## config.mk

```make
export PLATFORM = sky130hd
export DESIGN_NAME = epg_top
export DESIGN_NICKNAME = d
export VERILOG_FILES = /design/src/design/epg_pkg.sv /design/src/design/epg_top.sv
export VERILOG_INCLUDE_DIRS = /design/src /design/src/design
export SDC_FILE = /design/constraint.sdc
export NUM_CORES = 1
export LEC_CHECK = 0
export ABC_AREA = 1
export BUFFER_PORTS_ARGS = -buffer_cell sky130_fd_sc_hd__buf_2
export CAP_MARGIN = 20
export CORE_ASPECT_RATIO = 0.7
export CORE_MARGIN = 1.5
export CORE_UTILIZATION = 50
export CTS_BUF_LIST = sky130_fd_sc_hd__clkbuf_4
export DETAILED_ROUTE_END_ITERATION = 10
export GPL_ROUTABILITY_DRIVEN = 0
export PLACE_DENSITY_LB_ADDON = 0.25
export SLEW_MARGIN = 20
export SYNTH_ARGS = -nofsm -noshare
export SYNTH_HDL_FRONTEND = slang
export SYNTH_SLANG_ARGS = --single-unit
```

## constraint.sdc

```tcl
create_clock -name ref_clk -period 14.74 [get_ports ref_clk]
set_input_delay 2.948 -clock ref_clk [delete_from_list [all_inputs] [get_ports ref_clk]]
set_output_delay 2.948 -clock ref_clk [all_outputs]
set_load 0.01 [all_outputs]
```

## src/design/epg_regs.svh

```systemverilog
/*
  Register offsets, field positions, reset values and timing figures of the energy pulse output generator.
  Assumes inclusion by bare name from the design files; holds definitions only.
*/
`ifndef EPG_REGS_SVH
`define EPG_REGS_SVH

`define EPG_CTRL_OFFSET 8'h00
`define EPG_STATUS_OFFSET 8'h04
`define EPG_COUNT_OFFSET 8'h08

`define EPG_CTRL_RESET 3'h0
`define EPG_CTRL_RATE_LSB_BIT 0
`define EPG_CTRL_RATE_MSB_BIT 1
`define EPG_CTRL_SCALE_BIT 2

`define EPG_STATUS_REVERSE_BIT 0
`define EPG_STATUS_HIGH_FREQ_BIT 1
`define EPG_STATUS_PULSE_A_BIT 2
`define EPG_STATUS_PULSE_B_BIT 3
`define EPG_STATUS_CAL_BIT 4

`define EPG_CLK_HZ 25_000_000
`define EPG_OSC_HZ 450_000
`define EPG_BASE_DIV_LOG2 19
`define EPG_FRAC_BITS 23
`define EPG_NOLOAD_PER_1E7 244
`define EPG_CAL_SCALE_LOG2 7
`define EPG_HF_SCALE_LOG2 11

`define EPG_LOW_PERIOD_MS 240
`define EPG_LOW_WIDTH_MS 120
`define EPG_CAL_PERIOD_MS 180
`define EPG_CAL_WIDTH_MS 90
`define EPG_HF_WIDTH_US 35

`endif

```

## src/design/epg_pkg.sv

```systemverilog
/*
  Types shared by the energy pulse output generator.
  Assumes the offsets and timing figures come from epg_regs.svh.
*/
package epg_pkg;

    typedef struct packed {
        logic [7:0] addr;
        logic [31:0] wdata;
        logic wr;
        logic rd;
    } epg_bus_req_type;

    typedef struct packed {
        logic scale;
        logic [1:0] rate;
    } epg_ctrl_type;

    typedef enum logic {
        EPG_SIDE_A,
        EPG_SIDE_B
    } epg_side_type;

endpackage

```

## src/design/epg_top.sv

```systemverilog
/*
  Digital-to-frequency output stage: turns a filtered real power value into low-rate
  alternating pulses, a calibration pulse train and a reverse-power flag.
  Assumes a 25 MHz ref_clk, a signed power value synchronous to it, and a simple
  register port whose master follows the one-cycle strobe protocol.
*/
`timescale 1ns/100ps
`include "epg_regs.svh"

module epg_top
    import epg_pkg::*;
#(
    parameter int unsigned LOW_PERIOD_CYC = `EPG_LOW_PERIOD_MS * (`EPG_CLK_HZ / 1000),
    parameter int unsigned LOW_WIDTH_CYC = `EPG_LOW_WIDTH_MS * (`EPG_CLK_HZ / 1000),
    parameter int unsigned CAL_PERIOD_CYC = `EPG_CAL_PERIOD_MS * (`EPG_CLK_HZ / 1000),
    parameter int unsigned CAL_WIDTH_CYC = `EPG_CAL_WIDTH_MS * (`EPG_CLK_HZ / 1000)
) (
    input wire logic ref_clk,
    input wire logic rst,
    input wire epg_bus_req_type bus_req,
    input wire logic signed [23:0] power_value,
    output logic [31:0] rd_data,
    output logic low_rate_pulse_a_n,
    output logic low_rate_pulse_b_n,
    output logic calibration_pulse_out,
    output logic reverse_power_flag
);

    localparam int ACC_W = 44;
    localparam logic [25:0] OSC_STEP = 26'(`EPG_OSC_HZ);
    localparam logic [25:0] CLK_LIMIT = 26'(`EPG_CLK_HZ);
    // Rounded up, so that a magnitude whose rate lies just under the minimum is still refused.
    localparam logic [23:0] NOLOAD_MIN =
        24'(((longint'(1) << `EPG_FRAC_BITS) * `EPG_NOLOAD_PER_1E7 + 9_999_999) / 10_000_000);
    localparam logic [31:0] HF_WIDTH_CYC =
        32'((`EPG_HF_WIDTH_US * (`EPG_CLK_HZ / 1000) + 999) / 1000);

    // Log2 of the low-rate threshold: base divider plus the power fraction width, less the rate field.
    function automatic logic [5:0] low_shift(input logic [1:0] rate);
        low_shift = 6'(`EPG_BASE_DIV_LOG2 + `EPG_FRAC_BITS) - {4'h0, rate};
    endfunction

    // Log2 of the calibration multiple over the low rate.
    function automatic logic [5:0] cal_log2(input epg_ctrl_type c);
        if (!c.scale && c.rate == 2'b11) begin
            cal_log2 = 6'(`EPG_HF_SCALE_LOG2);
        end else if (c.scale) begin
            cal_log2 = 6'(`EPG_CAL_SCALE_LOG2) - {4'h0, c.rate};
        end else begin
            cal_log2 = 6'(`EPG_CAL_SCALE_LOG2 - 1) - {4'h0, c.rate};
        end
    endfunction

    // Width of a pulse: fixed unless the last interval was short, then half of it.
    function automatic logic [31:0] pulse_width(input logic [31:0] gap, input logic [31:0] period,
                                                input logic [31:0] width);
        logic [31:0] half;
        half = {1'b0, gap[31:1]};
        if (gap >= period) begin
            pulse_width = width;
        end else if (half == 32'h0000_0000) begin
            pulse_width = 32'h0000_0001;
        end else begin
            pulse_width = half;
        end
    endfunction

    epg_ctrl_type ctrl_reg;
    logic [25:0] osc_phase_reg;
    logic osc_tick_reg;
    logic [ACC_W-1:0] low_acc_reg;
    logic [ACC_W-1:0] cal_acc_reg;
    logic [ACC_W-1:0] low_acc_next;
    logic [ACC_W-1:0] cal_acc_next;
    logic [ACC_W-1:0] low_thr;
    logic [ACC_W-1:0] cal_thr;
    logic [23:0] magnitude;
    logic is_negative;
    logic above_noload;
    logic high_freq;
    logic low_fire;
    logic cal_fire;
    logic low_go;
    logic cal_go;
    logic [31:0] low_gap_reg;
    logic [31:0] cal_gap_reg;
    logic [31:0] low_left_reg;
    logic [31:0] cal_left_reg;
    epg_side_type low_side_reg;
    logic [31:0] cal_count_reg;
    logic [31:0] rd_data_reg;
    logic pulse_a_n_reg;
    logic pulse_b_n_reg;
    logic cal_out_reg;
    logic reverse_reg;
    logic [25:0] osc_sum;

    assign high_freq = !ctrl_reg.scale && ctrl_reg.rate == 2'b11;

    // Internal oscillator rate made from ref_clk by a fractional phase accumulator.
    assign osc_sum = osc_phase_reg + OSC_STEP;

    always_ff @(posedge ref_clk or posedge rst) begin
        if (rst) begin
            osc_phase_reg <= 26'h000_0000;
            osc_tick_reg <= 1'b0;
        end else if (osc_sum >= CLK_LIMIT) begin
            osc_phase_reg <= osc_sum - CLK_LIMIT;
            osc_tick_reg <= 1'b1;
        end else begin
            osc_phase_reg <= osc_sum;
            osc_tick_reg <= 1'b0;
        end
    end

    // Thresholds set by the base divider and the calibration scale.
    always_comb begin
        low_thr = ACC_W'(1) << low_shift(ctrl_reg.rate);
        cal_thr = low_thr >> cal_log2(ctrl_reg);
    end

    always_comb begin
        is_negative = power_value[23];
        magnitude = is_negative ? 24'(-power_value) : 24'(power_value);
        above_noload = magnitude >= NOLOAD_MIN;
        low_acc_next = low_acc_reg;
        cal_acc_next = cal_acc_reg;
        low_fire = 1'b0;
        cal_fire = 1'b0;
        if (osc_tick_reg && above_noload && !is_negative) begin
            low_acc_next = low_acc_reg + ACC_W'(magnitude);
        end
        if (osc_tick_reg && above_noload) begin
            cal_acc_next = cal_acc_reg + ACC_W'(magnitude);
        end
        if (low_acc_next >= low_thr) begin
            low_acc_next = low_acc_next - low_thr;
            low_fire = 1'b1;
        end
        if (cal_acc_next >= cal_thr) begin
            cal_acc_next = cal_acc_next - cal_thr;
            cal_fire = 1'b1;
        end
        low_go = low_fire && !reverse_reg;
        cal_go = cal_fire && !is_negative;
    end

    always_ff @(posedge ref_clk or posedge rst) begin
        if (rst) begin
            low_acc_reg <= '0;
            cal_acc_reg <= '0;
        end else begin
            low_acc_reg <= low_acc_next;
            cal_acc_reg <= cal_acc_next;
        end
    end

    // The flag follows the sign of power only when the calibration accumulator crosses its threshold, pulse issued or not.
    always_ff @(posedge ref_clk or posedge rst) begin
        if (rst) begin
            reverse_reg <= 1'b0;
        end else if (cal_fire) begin
            reverse_reg <= is_negative;
        end
    end

    // Low-rate pulse shaping with alternation between the two outputs.
    always_ff @(posedge ref_clk or posedge rst) begin
        if (rst) begin
            low_gap_reg <= 32'hFFFF_FFFF;
            low_left_reg <= 32'h0000_0000;
            low_side_reg <= EPG_SIDE_A;
            pulse_a_n_reg <= 1'b1;
            pulse_b_n_reg <= 1'b1;
        end else if (low_go) begin
            low_gap_reg <= 32'h0000_0001;
            low_left_reg <= pulse_width(low_gap_reg, 32'(LOW_PERIOD_CYC), 32'(LOW_WIDTH_CYC)) - 32'h1;
            pulse_a_n_reg <= low_side_reg != EPG_SIDE_A;
            pulse_b_n_reg <= low_side_reg != EPG_SIDE_B;
            low_side_reg <= (low_side_reg == EPG_SIDE_A) ? EPG_SIDE_B : EPG_SIDE_A;
        end else begin
            if (low_gap_reg != 32'hFFFF_FFFF) begin
                low_gap_reg <= low_gap_reg + 32'h1;
            end
            if (low_left_reg != 32'h0000_0000) begin
                low_left_reg <= low_left_reg - 32'h1;
            end else begin
                pulse_a_n_reg <= 1'b1;
                pulse_b_n_reg <= 1'b1;
            end
        end
    end

    // Calibration pulse shaping.
    always_ff @(posedge ref_clk or posedge rst) begin
        if (rst) begin
            cal_gap_reg <= 32'hFFFF_FFFF;
            cal_left_reg <= 32'h0000_0000;
            cal_out_reg <= 1'b0;
        end else if (cal_go) begin
            cal_gap_reg <= 32'h0000_0001;
            if (high_freq) begin
                cal_left_reg <= HF_WIDTH_CYC - 32'h1;
            end else begin
                cal_left_reg <= pulse_width(cal_gap_reg, 32'(CAL_PERIOD_CYC), 32'(CAL_WIDTH_CYC)) - 32'h1;
            end
            cal_out_reg <= 1'b1;
        end else begin
            if (cal_gap_reg != 32'hFFFF_FFFF) begin
                cal_gap_reg <= cal_gap_reg + 32'h1;
            end
            if (cal_left_reg != 32'h0000_0000) begin
                cal_left_reg <= cal_left_reg - 32'h1;
            end else begin
                cal_out_reg <= 1'b0;
            end
        end
    end

    // Running count of issued calibration pulses for energy readout.
    always_ff @(posedge ref_clk or posedge rst) begin
        if (rst) begin
            cal_count_reg <= 32'h0000_0000;
        end else if (cal_go) begin
            cal_count_reg <= cal_count_reg + 32'h1;
        end
    end

    always_ff @(posedge ref_clk or posedge rst) begin
        if (rst) begin
            ctrl_reg <= `EPG_CTRL_RESET;
        end else if (bus_req.wr && bus_req.addr == `EPG_CTRL_OFFSET) begin
            ctrl_reg.rate[0] <= bus_req.wdata[`EPG_CTRL_RATE_LSB_BIT];
            ctrl_reg.rate[1] <= bus_req.wdata[`EPG_CTRL_RATE_MSB_BIT];
            ctrl_reg.scale <= bus_req.wdata[`EPG_CTRL_SCALE_BIT];
        end
    end

    // Read data stand only in the cycle after the read strobe.
    always_ff @(posedge ref_clk or posedge rst) begin
        if (rst) begin
            rd_data_reg <= 32'h0000_0000;
        end else if (!bus_req.rd) begin
            rd_data_reg <= 32'h0000_0000;
        end else if (bus_req.addr == `EPG_CTRL_OFFSET) begin
            rd_data_reg <= 32'h0000_0000;
            rd_data_reg[`EPG_CTRL_RATE_LSB_BIT] <= ctrl_reg.rate[0];
            rd_data_reg[`EPG_CTRL_RATE_MSB_BIT] <= ctrl_reg.rate[1];
            rd_data_reg[`EPG_CTRL_SCALE_BIT] <= ctrl_reg.scale;
        end else if (bus_req.addr == `EPG_STATUS_OFFSET) begin
            rd_data_reg <= 32'h0000_0000;
            rd_data_reg[`EPG_STATUS_REVERSE_BIT] <= reverse_reg;
            rd_data_reg[`EPG_STATUS_HIGH_FREQ_BIT] <= high_freq;
            rd_data_reg[`EPG_STATUS_PULSE_A_BIT] <= !pulse_a_n_reg;
            rd_data_reg[`EPG_STATUS_PULSE_B_BIT] <= !pulse_b_n_reg;
            rd_data_reg[`EPG_STATUS_CAL_BIT] <= cal_out_reg;
        end else if (bus_req.addr == `EPG_COUNT_OFFSET) begin
            rd_data_reg <= cal_count_reg;
        end else begin
            rd_data_reg <= 32'h0000_0000;
        end
    end

    assign rd_data = rd_data_reg;
    assign low_rate_pulse_a_n = pulse_a_n_reg;
    assign low_rate_pulse_b_n = pulse_b_n_reg;
    assign calibration_pulse_out = cal_out_reg;
    assign reverse_power_flag = reverse_reg;

endmodule

```

==> insert_results.sql, run 1 <==
INSERT INTO impl_metrics (metric_group, metric, value, unit) VALUES
('sta', 'grt_setup_unrepaired', 'false', ''),
('global_routing', 'number_of_antenna_violations_at_the_first_check_in_global_routing', '5', ''),
('sta', 'final.setup_skew', '0.06274', 'ns'),
('yosys', 'gate_count_post_synth', '3494', ''),
('floorplan', 'fp.dieW', '264.0', 'um'),
('floorplan', 'die_area', '49030', 'um2'),
('worst_setup_path', 'critPathMaxFanout', '48', ''),
('worst_setup_path', 'cp_data_required_time', '15.45', 'ns'),
('clock_network', 'cts_max_path_buffers', '3', ''),
('routing', 'first_pass_iters', '6', ''),
('global_routing', 'first_pass_grt_wire_length', '105400', 'um'),
('yosys', 'synth_area', '23840', 'um2'),
('sta', 'setup_tns', '0', 'ns'),
('yosys', 'synth_top_family_by_area', 'simple AND/OR/NAND/NOR gates', ''),
('worst_setup_path', 'cp_num_cells', '41', ''),
('sta', 'final_max_slew_viol_count', '0', ''),
('cells_and_area', 'design.final.nets', '3780', ''),
('sta', 'hold_slack', '0.4857', 'ns'),
('global_routing', 'grt_overflow_total', '0', ''),
('routing', 'drc', '0', ''),
('worst_setup_path', 'critPathCaptureType', 'flip-flop', ''),
('yosys', 'synth_largest_type_area_fraction', '0.2571', ''),
('cells_and_area', 'filler_cell_count', '4593', ''),
('min_path', 'timing.hold.worst_path_depth', '1', ''),
('clock_network', 'clock-sinks', '311', ''),
('worst_setup_path', 'reg2reg_slack', '6.96', 'ns'),
('clock_network', 'hold_buffers', '0', ''),
('cells_and_area', 'layout.cells.most_common', 'nand2_1', ''),
('min_path', 'hold_end', 'osc_phase_reg[4]', ''),
('worst_setup_path', 'timing.critical_path.from_type', 'input port', ''),
('clock_network', 'cts_tree', 'done', ''),
('yosys', 'synth_compound_area_frac', '0.1024', ''),
('worst_setup_path', 'crit_slowest_cell', 'inv_2', ''),
('floorplan', 'initial_core_util', '0.5101', ''),
('worst_setup_path', 'timing.critical_path.max_delay_family', 'simple AND/OR/NAND/NOR gates', ''),
('floorplan', 'floorplan.io_pins', '104', ''),
('place', 'count_of_placed_standard_cells_including_taps', '4128', ''),
('yosys', 'yosysWarnings', '0', ''),
('sta', 'tightest_slew', '0.9285', 'ns'),
('run', 'max_cap_viol_count', '0', ''),
('routing', 'num_vias', '22750', ''),
('power', 'total_power', '3.805', 'mW'),
('worst_setup_path', 'criticalPathCategory', 'input port to flip-flop', ''),
('yosys', 'postSynthAreaPerCell', '6.824', 'um2'),
('worst_setup_path', 'worst-path-buf-inv', '8', ''),
('clock_network', 'root_driver', 'clkbuf_4', ''),
('yosys', 'ys_ff_latch', '311', ''),
('worst_setup_path', 'cp_data_arrival_time', '11.44', 'ns'),
('sta', 'final-setup-viol-count', '0', ''),
('clock_network', 'numCtsBuffers', '82', ''),
('outcome', 'outcome', 'complete, no violations', ''),
('yosys', 'synth_top_cells_by_area', 'dfrtp_1 (26%), nand2_1 (13%), inv_1 (8.0%)', ''),
('routing', 'antenna_violating_nets_post_route', '0', ''),
('place', 'hpwl', '48330', 'um'),
('clock_network', 'htree_levels', '3', ''),
('worst_setup_path', 'ff2ff_path_depth', '37', ''),
('global_routing', 'groute.usage.overall', '0.2640', ''),
('yosys', 'yosysSeqAreaShare', '0.3299', ''),
('yosys', 'post-synth-top-area-cell', 'dfrtp_1', ''),
('floorplan', 'core_rows', '66', ''),
('floorplan', 'chipHeight', '185.7', 'um'),
('sta', 'final_hold_viol_count', '0', ''),
('power', 'p_leak', '12.97', 'nW'),
('routing', 'routed_wl', '63700', 'um'),
('power', 'power_per_cell_area', '146.7', 'nW/um2'),
('worst_setup_path', 'reg2reg_from', 'cal_acc_reg[2]', ''),
('routing', 'detail_route.iter0.violations', '2216', ''),
('min_path', 'holdCritPathClass', 'flip-flop to flip-flop', ''),
('global_routing', 'maximum_number_of_pins_on_one_net_before_global_route_repair', '120', ''),
('yosys', 'postSynth.asyncResetShare', '1.000', ''),
('sta', 'min_period_over_period', '0.7282', '');
==> logic make-up after synthesis <==
kind of cell,after synthesis
AO/OA/AOI/OAI,448
XOR/XNOR,226
adder cells (fa/ha/maj),112
buffers and inverters,593
flip-flops,311
multiplexers,3
other,1
AND/OR/NAND/NOR,1800
==> worst max path at each step <==
stage / endpoint / startpoint
global route: cal_left_reg[5] / power_value[23]
global placement: cal_left_reg[5] / power_value[23]
detailed placement: cal_left_reg[5] / power_value[23]
finish: cal_left_reg[5] / power_value[23]
floorplan: cal_acc_reg[0] / rst
CTS: cal_left_reg[5] / power_value[23]
==> final cells by class <==
type                       instances  area [um2]  share of cell area
timing repair buffer              88       475.5             0.01834
sequential                       311        7865              0.3033
clock buffer                     135        1013             0.03908
inverter                         521        1963             0.07571
multi-input combinational       2596       13700              0.5285
clock inverter                    17       121.4            0.004681
antenna                            9       22.52           0.0008686
tap                              612       765.7             0.02953
==> report_power, final <==
group / internal [mW] / switching [mW] / total (mW)
clock network: 0.447 / 0.382 / 0.830
registers: 1.02 / 0.124 / 1.14
logic: 0.613 / 1.22 / 1.84
==> through the flow <==
stage                 util  cell area, um2  worst slack [ns]
finish              0.5548           25930             4.006
global route        0.5548           25930             3.014
CTS                 0.5543           25910             4.196
detailed placement  0.5300           24770             3.337
global placement    0.5300           24770             3.326
floorplan                -           23870             3.300
==> routing by layer <==
metal	vias to the layer above	track usage	routed length [um]
met4	2	0.05816	957
met5	-	0.005005	27
met1	10430	0.4168	33210
li1	11520	-	-
met2	711	0.3516	24060
met3	79	0.06588	5450
==> cells in the mapped netlist (12+ instances only) <==
master and number:
buf_2 23, o211ai_1 12, dfstp_2 66, a21oi_1 182, o21ai_0 179, xnor2_1 54
clkbuf_1 39, nand3b_1 25, inv_1 506, nand2_1 820, nand4_1 79, nor2_1 447
xor2_1 172, nand3_1 209, or2_2 19, nor3_1 113, nor2_2 13, dfrtp_1 245
nor4_1 42, ha_1 110
==> worst reg2reg max path, delay by kind of cell (launching register included) <==
| family | cells | cell delay [ns] |
|---|---|---|
| compound gates | 6 | 1.31 |
| xor+xnor | 1 | 0.18 |
| flops | 1 | 0.39 |
| buf+inv | 6 | 1.68 |
| simple gates | 22 | 3.36 |
| fa+ha+maj | 2 | 0.71 |
Power figures use the tool's default switching activity.
==> inputs of run 2 (changes only) <==
- clock period: 14.74 -> 9.45 ns (I/O delays scaled with it)
==> insert_results.sql, run 2 (synthesis results as in run 1) <==
INSERT INTO impl_metrics (metric_group, metric, value, unit) VALUES
('clock_network', 'clock-sinks', '311', ''),
('sta', 'maxClockFrequency', '116.6', 'MHz'),
('sta', 'final-setup-viol-count', '0', ''),
('worst_setup_path', 'critPathCaptureType', 'flip-flop', ''),
('cells_and_area', 'drive_above_1_share', '0.09839', ''),
('sta', 'min_period_over_period', '0.9079', ''),
('cells_and_area', 'layout.cells.most_common', 'nand2_1', ''),
('power', 'total_power', '5.896', 'mW'),
('cells_and_area', 'layout_common_cells', 'nand2_1 (819), inv_1 (505), nor2_1 (446), dfrtp_1 (245), nand3_1 (209)', ''),
('sta', 'grt_setup_unrepaired', 'false', ''),
('worst_setup_path', 'critPathMaxFanout', '47', ''),
('routing', 'routed_wl_per_cell', '15.22', 'um'),
('clock_network', 'clkSlewWorstSetupHoldPaths', '0.07', 'ns'),
('worst_setup_path', 'largest_stage_delay_on_the_critical_path', '0.41', 'ns'),
('place', 'port-buffer-count', '74', ''),
('floorplan', 'chipHeight', '185.7', 'um'),
('routing', 'drc', '0', ''),
('clock_network', 'cts_tree', 'done', ''),
('sta', 'final_critical_path_time_including_i_o_delays_and_setup', '8.579', 'ns'),
('clock_network', 'htree_levels', '3', ''),
('power', 'power_per_cell_area', '227.2', 'nW/um2'),
('clock_network', 'hold_buffers', '0', ''),
('worst_setup_path', 'worst-path-buf-inv', '8', ''),
('global_routing', 'number_of_antenna_violations_at_the_first_check_in_global_routing', '1', ''),
('place', 'hpwl', '49640', 'um'),
('sta', 'setup_tns', '0', 'ns'),
('worst_setup_path', 'timing.critical_path.from_type', 'input port', ''),
('routing', 'first_pass_iters', '6', ''),
('clock_network', 'root_driver', 'clkbuf_4', ''),
('routing', 'num_vias', '22900', ''),
('clock_network', 'numCtsBuffers', '82', ''),
('routing', 'via_cell_ratio', '5.347', ''),
('cells_and_area', 'syn_to_final_growth', '8.826', '%'),
('global_routing', 'maximum_number_of_pins_on_one_net_before_global_route_repair', '145', ''),
('global_routing', 'groute.usage.overall', '0.2699', ''),
('floorplan', 'core_rows', '66', ''),
('worst_setup_path', 'timing.critical_path.max_delay_family', 'simple AND/OR/NAND/NOR gates', ''),
('floorplan', 'die_area', '49030', 'um2'),
('sta', 'final_hold_viol_count', '0', ''),
('clock_network', 'clk-insertion-delay-late', '0.79', 'ns'),
('routing', 'routed_wl', '65190', 'um'),
('worst_setup_path', 'criticalPathCategory', 'input port to flip-flop', ''),
('floorplan', 'placeableCoreArea', '46740', 'um2'),
('worst_setup_path', 'cp_data_arrival_time', '9.23', 'ns'),
('routing', 'detail_route.iter0.violations', '2231', ''),
('sta', 'final_max_slew_viol_count', '0', ''),
('floorplan', 'initial_core_util', '0.5101', ''),
('floorplan', 'fp.dieW', '264.0', 'um'),
('cells_and_area', 'design.final.nets', '3793', ''),
('worst_setup_path', 'cp_data_required_time', '10.10', 'ns'),
('global_routing', 'first_pass_grt_wire_length', '107300', 'um'),
('worst_setup_path', 'crit_slowest_cell', 'ha_1', ''),
('sta', 'tightest_slew', '1.064', 'ns'),
('sta', 'relSlewSlack', '0.2832', ''),
('routing', 'antenna_violating_nets_post_route', '0', ''),
('floorplan', 'floorplan.io_pins', '104', ''),
('clock_network', 'post-cts-setup-buffer-count', '0', ''),
('worst_setup_path', 'crit_top_cell', 'nand2_1', ''),
('run', 'max_cap_viol_count', '0', ''),
('clock_network', 'cts_repair_resize_count', '0', ''),
('clock_network', 'cts_max_path_buffers', '3', ''),
('min_path', 'holdCritPathClass', 'flip-flop to flip-flop', ''),
('global_routing', 'first_global_vias', '20770', ''),
('outcome', 'outcome', 'complete, no violations', ''),
('global_routing', 'grt_overflow_total', '0', ''),
('power', 'power.ir.vdd_worst', '0.0001168', 'V'),
('sta', 'final.setup_skew', '0.06242', 'ns'),
('power', 'p_leak', '12.98', 'nW');
run 2: cell type report:
class | count | area (um2)
multi-input cells | 2596 | 13700
repair buffers | 101 | 635.6
diodes | 1 | 2.502
inverters | 521 | 1959
clock inverters | 22 | 131.4
fillers | 4630 | 20790
clock buffers | 118 | 885.9
well taps | 612 | 765.7
flip-flops and latches | 311 | 7865
run 2: tightest hold or removal path, stage by stage (launching register included):
cell and delay [ns]:
dfrtp_1 0.33, nand2_1 0.05, nand2_1 0.06
run 2: power by group:
part           internal (mW)  total (mW)  switching, mW
logic                  0.995        2.92           1.92
registers               1.58        1.78          0.195
clock network          0.601        1.20          0.596
run 2: layer usage:
layer / vias to the layer above / track usage / share of wire
met5: - / 0 / 0
met4: 0 / 0.07034 / 0.017
met3: 85 / 0.06866 / 0.099
met2: 814 / 0.3476 / 0.37
met1: 10440 / 0.4313 / 0.52
li1: 11560 / - / -
run 2: worst paths after layout:
path	startpoint	end	slack [ns]	cells after the start
setup / recovery	power_value[0]	cal_left_reg[2]	0.87	41
hold / removal	low_side_reg	low_side_reg	0.47	2
setup reg to reg	cal_acc_reg[2]	cal_left_reg[2]	2.51	34
hold reg to reg	low_side_reg	low_side_reg	0.47	2
max in group asynchronous	rst	cal_count_reg[23]	6.89	3
min in group asynchronous	rst	low_left_reg[10]	1.27	2
run 2: stage by stage:
step / setup slack [ns] / hold WS, ns / cell area, um2 / cells / utilization
after detailed placement: 0.3224 / 0.4656 / 24930 / 4141 / 0.5334
after global placement: 0.3838 / 0.4559 / 24930 / 4141 / 0.5334
after CTS: 1.146 / 0.4816 / 25950 / 4281 / 0.5551
after global routing: 0.2286 / 0.5169 / 25950 / 4282 / 0.5552
after floorplan: 2.127 / 0.4424 / 23870 / 3500 / -
final: 0.8707 / 0.4728 / 25950 / 4282 / 0.5552
